$ cat config.mk
export PLATFORM = sky130hd
export DESIGN_NAME = cbt_bit_timing
export DESIGN_NICKNAME = d
export VERILOG_FILES = /design/src/cbt_pkg.sv /design/src/cbt_bit_timing.sv
export SDC_FILE = /design/constraint.sdc
export NUM_CORES = 2
export LEC_CHECK = 0
export BUFFER_PORTS_ARGS = -buffer_cell sky130_fd_sc_hd__buf_2
export CORE_MARGIN = 1.5
export CORE_UTILIZATION = 50
export DETAILED_ROUTE_END_ITERATION = 6
export PLACE_DENSITY = 0.67
export SYNTH_ARGS = -nofsm -noshare
export SYNTH_HDL_FRONTEND = slang
export SYNTH_HIERARCHICAL = 1
export SYNTH_SLANG_ARGS = --single-unit
$ cat constraint.sdc
create_clock -name clk_sys -period 4.68 [get_ports clk_sys]
set_input_delay 0 -clock clk_sys [delete_from_list [all_inputs] [get_ports clk_sys]]
set_output_delay 0 -clock clk_sys [all_outputs]
set_load 0.005 [all_outputs]
$ cat src/cbt_pkg.sv
// Constants, carriers and state type for the CAN bit timing block
package cbt_pkg;

  // ==========================================================
  // Register window (byte offsets inside the 128-byte window)
  localparam logic [6:0] OFS_CTL_A   = 7'h00;
  localparam logic [6:0] OFS_CTL_B   = 7'h01;
  localparam logic [6:0] OFS_BTR_A   = 7'h02;
  localparam logic [6:0] OFS_BTR_B   = 7'h03;
  localparam logic [6:0] OFS_STATUS  = 7'h04;
  localparam logic [6:0] OFS_RX_ERR  = 7'h0E;
  localparam logic [6:0] OFS_TX_ERR  = 7'h0F;
  localparam logic [2:0] FILT_HI     = 3'h2;
  localparam logic [1:0] BUF_RX_SLOT = 2'h0;
  localparam logic [3:0] SLOT_LAST   = 4'hC;
  localparam logic [3:0] SLOT_PRIO   = 4'hD;

  // ==========================================================
  // Field positions and write masks
  localparam int LOCK_BIT   = 0;
  localparam int CLKSEL_BIT = 0;
  localparam int WAKE_BIT   = 1;
  localparam int LOOP_BIT   = 2;
  localparam int JUMP_LSB   = 6;
  localparam int BRP_MSB    = 5;
  localparam int SEG1_MSB   = 3;
  localparam int SEG2_LSB   = 4;
  localparam int SEG2_MSB   = 6;
  localparam int SAMP3_BIT  = 7;
  localparam logic [7:0] CTL_A_WMASK = 8'h0B;
  localparam logic [7:0] CTL_B_WMASK = 8'h07;

  // ==========================================================
  // Reset values
  localparam logic [7:0] CTL_A_RST = 8'h01;
  localparam logic [7:0] CTL_B_RST = 8'h00;
  localparam logic [7:0] BTR_A_RST = 8'h00;
  localparam logic [7:0] BTR_B_RST = 8'h00;

  // ==========================================================
  // Carriers
  typedef struct packed {
    logic       rd;
    logic       wr;
    logic [6:0] addr;
    logic [7:0] wdata;
  } cbt_cpu_req_t;

  typedef struct packed {
    logic       we;
    logic [3:0] idx;
    logic [7:0] data;
  } cbt_rxbuf_wr_t;

  typedef struct packed {
    logic [1:0] sel;
    logic [3:0] idx;
  } cbt_txbuf_rd_t;

  // ==========================================================
  // Bit segment state machine
  typedef enum logic [2:0] {
    SEG_SYNC = 3'b001,
    SEG_ONE  = 3'b010,
    SEG_TWO  = 3'b100
  } cbt_seg_t;

  typedef struct packed {
    logic [7:0]       ctl_a;
    logic [7:0]       ctl_b;
    logic [7:0]       btr_a;
    logic [7:0]       btr_b;
    logic [7:0][7:0]  filt;
    logic [63:0][7:0] mbuf;
    logic [7:0]       rdata;
    logic [7:0]       txb_rdata;
    logic [5:0]       presc;
    cbt_seg_t         seg;
    logic [4:0]       cnt;
    logic [2:0]       ext;
    logic [2:0]       shr;
    logic [2:0]       rx_sync;
    logic             rx_filt;
    logic             edge_pend;
    logic [1:0]       samp_hist;
    logic             rx_bit;
    logic             rx_valid;
    logic             tx_pin;
    logic             bit_start;
  } cbt_state_t;

endpackage : cbt_pkg

$ cat src/cbt_bit_timing.sv
// CAN bit timing generator, register window and transmit bit FIFO

// ============================================================
// Transmit bit FIFO
module cbt_fifo #(
  parameter int W = 1,
  parameter int D = 8
) (
  // Clock and reset
  input  wire logic         clk_sys,
  input  wire logic         reset,
  // Fill side
  input  wire logic         in_valid,
  input  wire logic [W-1:0] in_data,
  output logic              in_ready,
  // Drain side
  output logic              out_valid,
  output logic [W-1:0]      out_data,
  input  wire logic         out_ready
);
  localparam int AW = $clog2(D);
  localparam int CW = $clog2(D + 1);

  typedef struct packed {
    logic [D-1:0][W-1:0] mem;
    logic [AW-1:0]       rd;
    logic [AW-1:0]       wr;
    logic [CW-1:0]       cnt;
  } cbt_fifo_st_t;

  cbt_fifo_st_t q;
  cbt_fifo_st_t next_q;
  logic         push;
  logic         pop;

  assign in_ready  = q.cnt != CW'(D);
  assign out_valid = q.cnt != '0;
  assign out_data  = q.mem[q.rd];

  always_comb
  begin
    next_q = q;
    push   = in_valid && in_ready;
    pop    = out_valid && out_ready;
    if (push)
    begin
      next_q.mem[q.wr] = in_data;
      next_q.wr = (q.wr == AW'(D - 1)) ? '0 : q.wr + AW'(1);
    end
    if (pop)
      next_q.rd = (q.rd == AW'(D - 1)) ? '0 : q.rd + AW'(1);
    if (push && !pop)
      next_q.cnt = q.cnt + CW'(1);
    else if (pop && !push)
      next_q.cnt = q.cnt - CW'(1);
  end

  always_ff @(posedge clk_sys)
  begin
    if (reset)
      q <= '0;
    else
      q <= next_q;
  end

endmodule : cbt_fifo

// ============================================================
// Top: bit timing and register window
module cbt_bit_timing #(
  parameter int TXQ_DEPTH = 8
) (
  // Clock and reset
  input  wire logic                  clk_sys,
  input  wire logic                  reset,
  // Processor register port
  input  wire cbt_pkg::cbt_cpu_req_t cpu_req,
  output logic [7:0]                 cpu_rdata,
  // Protocol clock enables
  input  wire logic                  osc_en,
  input  wire logic                  pll_en,
  // CAN transceiver pins
  input  wire logic                  can_rx,
  output logic                       can_tx,
  // Transmit bit stream from frame engine
  input  wire logic                  txq_valid,
  input  wire logic                  txq_bit,
  output logic                       txq_ready,
  // Received bits to frame engine
  output logic                       rx_bit,
  output logic                       rx_bit_valid,
  output logic                       bit_start,
  // Frame engine buffer access
  input  wire cbt_pkg::cbt_rxbuf_wr_t rxbuf_wr,
  input  wire cbt_pkg::cbt_txbuf_rd_t txbuf_rd,
  output logic [7:0]                 txbuf_rdata,
  // Error counters kept by frame engine
  input  wire logic [7:0]            rx_err_cnt,
  input  wire logic [7:0]            tx_err_cnt,
  // Configuration to other blocks
  output logic                       soft_init_lock,
  output logic                       loopback_en,
  output logic                       wake_filter_en,
  output logic [63:0]                ident_filter
);
  import cbt_pkg::*;

  cbt_state_t q;
  cbt_state_t next_q;

  logic       fifo_valid;
  logic       fifo_bit;
  logic       fifo_pop;
  logic       sel_en;
  logic       tq;
  logic       falling;
  logic       edge_seen;
  logic       bit_begin;
  logic       maj;
  logic [5:0] brp;
  logic [2:0] jump_w;
  logic [4:0] seg1_len;
  logic [4:0] seg2_len;
  logic [4:0] cnt_inc;
  logic [2:0] e1;
  logic [4:0] rem2;
  logic [6:0] a;
  logic [7:0] rd_val;
  logic       lock;

  cbt_fifo #(
    .W (1),
    .D (TXQ_DEPTH)
  ) u_txq (
    .clk_sys   (clk_sys),
    .reset     (reset),
    .in_valid  (txq_valid),
    .in_data   (txq_bit),
    .in_ready  (txq_ready),
    .out_valid (fifo_valid),
    .out_data  (fifo_bit),
    .out_ready (fifo_pop)
  );

  // ==========================================================
  // Timing fields
  assign lock     = q.ctl_a[LOCK_BIT];
  assign brp      = q.btr_a[BRP_MSB:0];
  assign jump_w   = {1'b0, q.btr_a[7:JUMP_LSB]} + 3'd1;
  assign seg1_len = {1'b0, q.btr_b[SEG1_MSB:0]} + 5'd1;
  assign seg2_len =
    {2'b00, q.btr_b[SEG2_MSB:SEG2_LSB]} + 5'd1;

  assign sel_en = q.ctl_b[CLKSEL_BIT] ? pll_en : osc_en;
  assign tq = !lock && sel_en && (q.presc == brp);

  assign a = cpu_req.addr;

  // ==========================================================
  // Read decode
  always_comb
  begin
    rd_val = 8'h00;
    if (a == OFS_CTL_A)
      rd_val = q.ctl_a;
    else if (a == OFS_CTL_B)
      rd_val = q.ctl_b;
    else if (a == OFS_BTR_A)
      rd_val = q.btr_a;
    else if (a == OFS_BTR_B)
      rd_val = q.btr_b;
    else if (a == OFS_STATUS)
      rd_val = {1'b0, q.seg, q.rx_filt, !txq_ready,
                !fifo_valid, q.rx_bit};
    else if (a == OFS_RX_ERR)
      rd_val = rx_err_cnt;
    else if (a == OFS_TX_ERR)
      rd_val = tx_err_cnt;
    else if (a[6:3] == {1'b0, FILT_HI})
      rd_val = q.filt[a[2:0]];
    else if (a[6])
    begin
      if (a[5:4] == BUF_RX_SLOT)
        rd_val = (a[3:0] <= SLOT_LAST) ? q.mbuf[a[5:0]] : 8'h00;
      else
        rd_val = (a[3:0] <= SLOT_PRIO) ? q.mbuf[a[5:0]] : 8'h00;
    end
  end

  // ==========================================================
  // Next state
  always_comb
  begin
    next_q           = q;
    next_q.rx_valid  = 1'b0;
    next_q.bit_start = 1'b0;
    bit_begin        = 1'b0;
    e1               = 3'd0;
    rem2             = 5'd0;
    cnt_inc          = q.cnt + 5'd1;
    maj              = 1'b0;

    // Bus port: reads answer one cycle later
    if (cpu_req.rd)
      next_q.rdata = rd_val;
    if (cpu_req.wr)
    begin
      if (a == OFS_CTL_A)
        next_q.ctl_a = cpu_req.wdata & CTL_A_WMASK;
      else if (lock && a == OFS_CTL_B)
        next_q.ctl_b = cpu_req.wdata & CTL_B_WMASK;
      else if (lock && a == OFS_BTR_A)
        next_q.btr_a = cpu_req.wdata;
      else if (lock && a == OFS_BTR_B)
        next_q.btr_b = cpu_req.wdata;
      else if (lock && a[6:3] == {1'b0, FILT_HI})
        next_q.filt[a[2:0]] = cpu_req.wdata;
      else if (a[6] && a[5:4] != BUF_RX_SLOT
               && a[3:0] <= SLOT_PRIO)
        next_q.mbuf[a[5:0]] = cpu_req.wdata;
      // Error counters and reserved bytes fall through
    end

    // Frame engine stores received message bytes
    if (rxbuf_wr.we && rxbuf_wr.idx <= SLOT_LAST)
      next_q.mbuf[{BUF_RX_SLOT, rxbuf_wr.idx}] = rxbuf_wr.data;

    // Frame engine reads a transmit slot
    if (txbuf_rd.sel != 2'd3)
      next_q.txb_rdata =
        q.mbuf[{txbuf_rd.sel + 2'd1, txbuf_rd.idx}];
    else
      next_q.txb_rdata = 8'h00;

    // Receive pin qualification
    next_q.rx_sync = {q.rx_sync[1:0], can_rx};
    if (q.rx_sync[1] == q.rx_sync[2])
      next_q.rx_filt = q.rx_sync[2];
    falling   = q.rx_filt && !next_q.rx_filt;
    edge_seen = q.edge_pend || falling;
    if (falling)
      next_q.edge_pend = 1'b1;

    if (lock)
    begin
      // Off-line: timing parked, bus left recessive
      next_q.presc     = 6'd0;
      next_q.seg       = SEG_SYNC;
      next_q.cnt       = 5'd0;
      next_q.ext       = 3'd0;
      next_q.shr       = 3'd0;
      next_q.tx_pin    = 1'b1;
      next_q.edge_pend = 1'b0;
    end
    else if (sel_en)
    begin
      if (tq)
        next_q.presc = 6'd0;
      else
        next_q.presc = q.presc + 6'd1;
    end

    if (tq)
    begin
      next_q.edge_pend = 1'b0;
      case (q.seg)
        SEG_SYNC:
        begin
          // One quantum only
          next_q.seg = SEG_ONE;
          next_q.cnt = 5'd0;
          next_q.ext = 3'd0;
          next_q.samp_hist = {q.samp_hist[0], q.rx_filt};
        end
        SEG_ONE:
        begin
          next_q.samp_hist = {q.samp_hist[0], q.rx_filt};
          e1 = q.ext;
          // Late edge: stretch segment one, capped
          if (edge_seen && q.ext == 3'd0)
          begin
            if (cnt_inc > {2'b00, jump_w})
              e1 = jump_w;
            else
              e1 = cnt_inc[2:0];
          end
          next_q.ext = e1;
          if (cnt_inc >= seg1_len + {2'b00, e1})
          begin
            maj = (q.samp_hist[1] & q.samp_hist[0])
                | (q.samp_hist[1] & q.rx_filt)
                | (q.samp_hist[0] & q.rx_filt);
            next_q.rx_bit =
              q.btr_b[SAMP3_BIT] ? maj : q.rx_filt;
            next_q.rx_valid = 1'b1;
            next_q.seg = SEG_TWO;
            next_q.cnt = 5'd0;
            next_q.shr = 3'd0;
          end
          else
            next_q.cnt = cnt_inc;
        end
        SEG_TWO:
        begin
          rem2 = seg2_len - q.cnt;
          if (edge_seen && rem2 <= {2'b00, jump_w})
          begin
            // Early edge close to the end: resync here
            bit_begin  = 1'b1;
            next_q.seg = SEG_ONE;
            next_q.cnt = 5'd0;
            next_q.ext = 3'd0;
          end
          else
          begin
            if (edge_seen)
              next_q.shr = jump_w;
            if (cnt_inc >= seg2_len
                - {2'b00, edge_seen ? jump_w : q.shr})
            begin
              bit_begin  = 1'b1;
              next_q.seg = SEG_SYNC;
              next_q.cnt = 5'd0;
            end
            else
              next_q.cnt = cnt_inc;
          end
        end
        default:
        begin
          next_q.seg = SEG_SYNC;
          next_q.cnt = 5'd0;
        end
      endcase
    end

    // Transmit point at the head of each bit
    fifo_pop = bit_begin && fifo_valid;
    if (bit_begin)
    begin
      next_q.bit_start = 1'b1;
      next_q.tx_pin    = fifo_valid ? fifo_bit : 1'b1;
    end
  end

  // ==========================================================
  // State register
  always_ff @(posedge clk_sys)
  begin
    if (reset)
    begin
      q         <= '0;
      q.ctl_a   <= CTL_A_RST;
      q.ctl_b   <= CTL_B_RST;
      q.btr_a   <= BTR_A_RST;
      q.btr_b   <= BTR_B_RST;
      q.seg     <= SEG_SYNC;
      q.rx_sync <= 3'b111;
      q.rx_filt <= 1'b1;
      q.tx_pin  <= 1'b1;
    end
    else
      q <= next_q;
  end

  // ==========================================================
  // Outputs
  assign cpu_rdata      = q.rdata;
  assign can_tx         = q.tx_pin;
  assign rx_bit         = q.rx_bit;
  assign rx_bit_valid   = q.rx_valid;
  assign bit_start      = q.bit_start;
  assign txbuf_rdata    = q.txb_rdata;
  assign soft_init_lock = lock;
  assign loopback_en    = q.ctl_b[LOOP_BIT];
  assign wake_filter_en = q.ctl_b[WAKE_BIT];
  assign ident_filter   = q.filt;

endmodule : cbt_bit_timing

---- After elaboration in Yosys (flattened, before gate mapping) ----
Cells that the tools add are included.
operators by class
  eq/ne operators ......................... 16
  reductions and logical operators ........ 48
  add/sub/neg operators ................... 13
  muxes and demuxes ....................... 75
  order comparisons ....................... 17
  bitwise logic cells ..................... 12
operators by type and width
  kind                                                  count
  2-to-1 mux 512 bit                                    8
  bitwise mux 512 bit                                   2
  2-to-1 mux 8 bit                                      19
  binary-select mux 8 bit (select 6 bit)                2
  bitwise mux 64 bit                                    1
  demux 8 bit (select 6 bit)                            1
  2-to-1 mux 3 bit                                      13
  demux 8 bit (select 4 bit)                            1
  2-to-1 mux 14 bit                                     2
  binary-select mux 8 bit (select 3 bit)                1
  demux 8 bit (select 3 bit)                            1
  case mux 8 bit (3 select lines)                       1
  logical AND 1 bit                                     21
  equality test 7 x 2 -> 1 bit (second input constant)  2
  equality test 7 x 4 -> 1 bit (second input constant)  2
  < comparator 6 x 7 -> 1 bit (second input constant)   2
  <= comparator 4 bit (second input constant)           3
  < comparator 3 x 4 -> 1 bit (second input constant)   3
  2-to-1 mux 1 bit                                      12
  greater-or-equal comparator 5 bit                     2
  2-to-1 mux 5 bit                                      2
  equality test 3 bit (second input constant)           3
  case mux 3 bit (3 select lines)                       1
  bitwise mux 8 bit                                     1
  other kinds (50)                                      75
word-level totals
  input bits .............................. 59
  output and inout bits ................... 88
  bits in registers ....................... 663

---- Logic depth before layout (Yosys ltp) ----
  depth after elaboration ................. 17
  mapped depth ............................ 21

---- Modules after synthesis ----
The synthesis kept the hierarchy.
by module, submodules not included
  module          area each (µm²)  instances  cells an instance
  cbt_bit_timing  33,943.8         1          3,475
  cbt_fifo        962.2            1          101

---- Worst setup path before layout ----
Ideal clock, no wire load.
  path kind ............................... register to register
  from .................................... register q (netlist bit next_q[10])
  to ...................................... register u_txq/q[3] in the netlist's numbering
  setup slack ............................. 13 ps
  data arrival time ....................... 4,546 ps
  cell stages (with the launch flop) ...... 19
  setup time .............................. 121 ps
  data required time ...................... 4,559 ps
  path through ............................ dfxtp_1 nor2_1 a21oi_1 o21ai_0 ha_1 fa_1 xor2_1 ha_1 o211ai_1 o21a_1 a2111oi_0 nand2_2 ha_1 inv_1 ha_1 a21oi_1 a211oi_1 a31oi_1 mux2_2
on the way
  cells in the longest elaborated chain, start to end .. 17
  elaborated cells on any way between the ends .. 20
  classes of those cells .................. add/sub: 1; order compare: 1; eq/ne: 1; mux: 7; reduce/logical: 10
ends and longest elaborated chain
  what                                                    line                   source
  from (decl)                                             cbt_bit_timing.sv:108  cbt_state_t q;
  from (signal assigned)                                  cbt_bit_timing.sv:363  q <= next_q;
  equality test 1 bit *                                   cbt_bit_timing.sv:237  if (q.rx_sync[1] == q.rx_sync[2])
  2-to-1 mux 1 bit *                                      cbt_bit_timing.sv:237
  logical NOT 1 bit *                                     cbt_bit_timing.sv:239  falling = q.rx_filt && !next_q.rx_filt;
  logical AND 1 bit *                                     cbt_bit_timing.sv:239
  logical OR 1 bit *                                      cbt_bit_timing.sv:240  edge_seen = q.edge_pend || falling;
  2-to-1 mux 3 bit                                        cbt_bit_timing.sv:319  - {2'b00, edge_seen ? jump_w : q.shr})
  subtractor 4 x 3 -> 5 bit                               cbt_bit_timing.sv:319
  greater-or-equal comparator 5 bit                       cbt_bit_timing.sv:318  if (cnt_inc >= seg2_len
  (+2 left out)                                           n/a
  2-to-1 mux 1 bit *                                      cbt_bit_timing.sv:266  case (q.seg)
  2-to-1 mux 1 bit *                                      cbt_bit_timing.sv:263  if (tq)
  logical AND 1 bit *                                     cbt_bit_timing.sv:338  fifo_pop = bit_begin && fifo_valid;
  via fifo_pop                                            cbt_bit_timing.sv:113  logic fifo_pop;
  logical AND 1 bit *                                     cbt_bit_timing.sv:44   pop = out_valid && out_ready;
  logical NOT 1 bit                                       cbt_bit_timing.sv:52   if (push && !pop)
  logical AND 1 bit                                       cbt_bit_timing.sv:52
  2-to-1 mux 4 bit or nonzero test 2 bit (tied branches)  n/a
  to (signal assigned)                                    cbt_bit_timing.sv:63   q <= next_q;
  to (decl)                                               cbt_bit_timing.sv:31   cbt_fifo_st_t q;
The timed path passes the listed nets; every way through them passes the cells marked *.
A chain may end at the register's enable or synchronous reset.

---- Worst setup path after layout ----
  from .................................... register q[627] in the netlist's numbering
  to ...................................... register u_txq/q[3] in the netlist's numbering
on the way
  cells in the longest elaborated chain, start to end .. 12
  elaborated cells on any way between the ends .. 17
  classes of those cells .................. add/sub: 3; order compare: 2; mux: 5; reduce/logical: 7
ends and longest elaborated chain
  what                                                                               line                                          source
  adder 3 x 1 -> 4 bit *                                                             cbt_bit_timing.sv:152                         {2'b00, q.btr_b[SEG2_MSB:SEG2_LSB]} + 5'd1;
  subtractor 4 x 3 -> 5 bit or subtractor 4 x 5 -> 5 bit (tied branches)             cbt_bit_timing.sv:319, cbt_bit_timing.sv:305
  greater-or-equal comparator 5 bit or <= comparator 5 x 3 -> 1 bit (tied branches)  cbt_bit_timing.sv:318, cbt_bit_timing.sv:306
  2-to-1 mux 1 bit or logical AND 1 bit (tied branches)                              cbt_bit_timing.sv:318, cbt_bit_timing.sv:306
  2-to-1 mux 1 bit *                                                                 cbt_bit_timing.sv:306                         if (edge_seen && rem2 <= {2'b00, jump_w})
  2-to-1 mux 1 bit *                                                                 cbt_bit_timing.sv:266
  2-to-1 mux 1 bit *                                                                 cbt_bit_timing.sv:263
  logical AND 1 bit *                                                                cbt_bit_timing.sv:338
  via fifo_pop                                                                       cbt_bit_timing.sv:113
  logical AND 1 bit *                                                                cbt_bit_timing.sv:44
  logical NOT 1 bit                                                                  cbt_bit_timing.sv:52
  logical AND 1 bit                                                                  cbt_bit_timing.sv:52
  2-to-1 mux 4 bit or nonzero test 2 bit (tied branches)                             n/a
Marked as above.

==> flow_summary.yaml <==
outcome:
  run_status: "completed"
setup_path:
  arrival_ps: 4970
  r2r_end: "u_txq/q[3]$_SDFFE_PP0P_"
  ff2ff_path_depth: 18
  cp-start-kind: "flop"
  r2r-start: "q[627]$_SDFFE_PP0P_"
  cp.required_ps: 5180
  rrSetupSlack_ps: 210
  path_max_fanout: 4
  crit_path_end_kind: "flop"
  path_class: "flop to flop"
logic_synthesis:
  yosysWarnings: 6
  synth_edf_count: 0
  ys_ff_latch: 663
  synth_area_leaders: "dfxtp_1, mux4_2, mux2i_1"
  syn_inst: 3576
  ys_seq_area_share_pct: 38.0
  synth_top_area_share_pct: 38.0
  ys_async_sr_fraction_pct: 0
  synth_cell_types: 88
  ys.flop_type: "dfxtp_1"
  syn_area_per_cell_um2: 9.76
  synth_top_cell_by_area: "dfxtp_1"
  synth_fp_nets: 3677
  netlist_area_um2: 34900
sta:
  fmax_ghz: 0.224
  rsz0062_at_grt: "false"
  tightest_slew_ps: 1170
  finalHoldViolCount: 0
  slew_viol_final: 0
  setup_viol: 0
  finalSetupTns_ps: 0
  min_period_ps: 4470
  relSlewSlack_pct: 21.5
  period_share_pct: 95.5
  fin_skew_ps: 25.8
global_routing:
  antenna_found_initial: 4
  grt_pass1_vias: 26600
  grtUsageTotal_pct: 30.9
  grt_first_pass_wirelength_um: 169000
  grt_max_degree: 187
  grt_overflow: 0
job:
  maxCapViolCount: 0
pwr:
  p_total_mw: 12.7
  vdd_ir_drop_max_mv: 0.240
  leakagePower_nw: 14.7
  powerDensity_nw_per_um2: 328
cts:
  cts_made_buffers: 72
  clk_latency_ps: 640
  root_buffer: "clkbuf_16"
  h-tree-depth: 3
  cts_tree: "built"
  cts.clk_slew.worst_paths_ps: 60
  clock_sinks: 663
  cts_max_path_buffers: 3
  post-cts-setup-buffer-count: 0
finish:
  areaGrowthSynthToFinish_pct: 11.3
  finalInstanceArea_um2: 38800
  layout-drive-gt1-share_pct: 19.0
  final_common_cell: "dfxtp_1"
  layout_common_cells: "dfxtp_1, mux2i_1, nor2_1"
  nFillCells: 5958
  ff_latch_area_um2: 13300
  nNetsFinal: 3665
  multiInputGateArea_um2: 19600
hold_path:
  hp-class: "input pin to flop"
  min_from: "cpu_req[3]"
  holdPathStages: 4
  min_to: "q[506]$_SDFFE_PP0P_"
route:
  first_pass_iters: 6
  wl_per_cell_um: 24.6
  drtIter0Drc: 3762
  vias: 28700
  detail-route-antenna-nets: 0
  drc: 0
  wl_um: 112000
  via_per_inst: 6.30
floorplan:
  row_count: 96
  core_um2: 68800
  die-area_um2: 71400
  die_w_um: 267
  fp.dieH_um: 267
  initial_core_util_pct: 50.7
  ios: 147
place:
  dp_hpwl_um: 73600
  gp_congestion: 0.990
  io_buffers: 146
  place_area_um2: 35800
## worst max-delay path by stage
stage | startpoint | to | slack (ps) | depth (start not counted)
final | q[627]$_SDFFE_PP0P_ | u_txq/q[3]$_SDFFE_PP0P_ | 210 | 18
after floorplan | next_q[10]$_SDFF_PP1_ | u_txq/q[3]$_SDFFE_PP0P_ | 10 | 18
after CTS | next_q[10]$_SDFF_PP1_ | u_txq/q[3]$_SDFFE_PP0P_ | 20 | 19
after global placement | next_q[10]$_SDFF_PP1_ | u_txq/q[3]$_SDFFE_PP0P_ | 30 | 19
after detailed placement | next_q[10]$_SDFF_PP1_ | u_txq/q[3]$_SDFFE_PP0P_ | -20 | 19
after global routing | q[17]$_SDFFE_PP0P_ | q[12]$_SDFF_PP0_ | 10 | 20
## critical path, cell delays in order (launching register included)
cell,delay (ps)
dfxtp_2,340
ha_1,340
fa_1,440
ha_1,320
nor2b_1,130
o21ai_0,130
a32oi_1,120
or4_1,580
a2111oi_2,390
buf_4,200
nand2_2,50
ha_1,190
inv_1,80
buf_4,110
ha_1,220
nand3_1,110
a211oi_1,80
a31oi_1,180
mux2_2,350
## repair_timing
item	4_1_cts	5_1_grt
endpoints found under the setup margin	1	6
resized for setup	1	7
endpoints found under the hold margin	215	0
pin swaps	0	1
hold buffers	51	0
## report_power, final
group          switching (mW)  internal, mW
clock network            2.44          3.49
registers              0.0422          5.68
logic                   0.726         0.367
## through the flow
step           worst slack [ps]  util (%)  cells  hold slack, ps
2_1_floorplan              12.9         -   3576             104
3_3_place_gp               25.6      52.1   4370             203
3_5_place_dp              -22.9      52.1   4370             188
4_1_cts                    20.6      56.4   4551            40.4
5_1_grt                    10.5      56.4   4551            84.4
6_report                    211      56.4   4553            65.1
## final cells by class
class | instances | area share, %
multi-input cells | 2476 | 50.5
flip-flops and latches | 663 | 34.2
clock buffers | 112 | 5.70
repair buffers | 298 | 5.48
well taps | 931 | 3.00
clock inverters | 18 | 0.631
inverters | 53 | 0.512
diodes | 2 | 0.0129
## synthesized netlist by cell type (all sizes together) (53+ instances only)
cell type and count:
a21oi 265, buf 171, clkbuf 213, dfxtp 663, inv 53, mux2i 421
mux4 252, nand2 340, nand3 152, nor2 399, nor2b 89, o21ai 163
## state kept, by name, summed over array words and instances (netlist names)
register,count
q,550
ident_filter,64
u_txq/q,18
cpu_rdata,8
txbuf_rdata,8
brp,6
next_q,2
bit_start,1
can_tx,1
loopback_en,1
rx_bit,1
rx_bit_valid,1
soft_init_lock,1
wake_filter_en,1
## per-layer routing
metal  part of all wire, %  global-route usage [%]
met1                    42                    42.9
met2                    45                    47.0
met3                   9.3                    5.42
met4                   4.5                    14.2
met5                 0.022                       0
## cell families after synthesis
kind of cell	Yosys count	synth area share, %
compound gates	603	10.1
xor+xnor	22	0.552
buf+inv	437	5.97
mux	684	28.7
flops	663	38.0
fa+ha+maj	42	1.59
simple gates	1125	15.1
(Power assumes the default switching activity.)
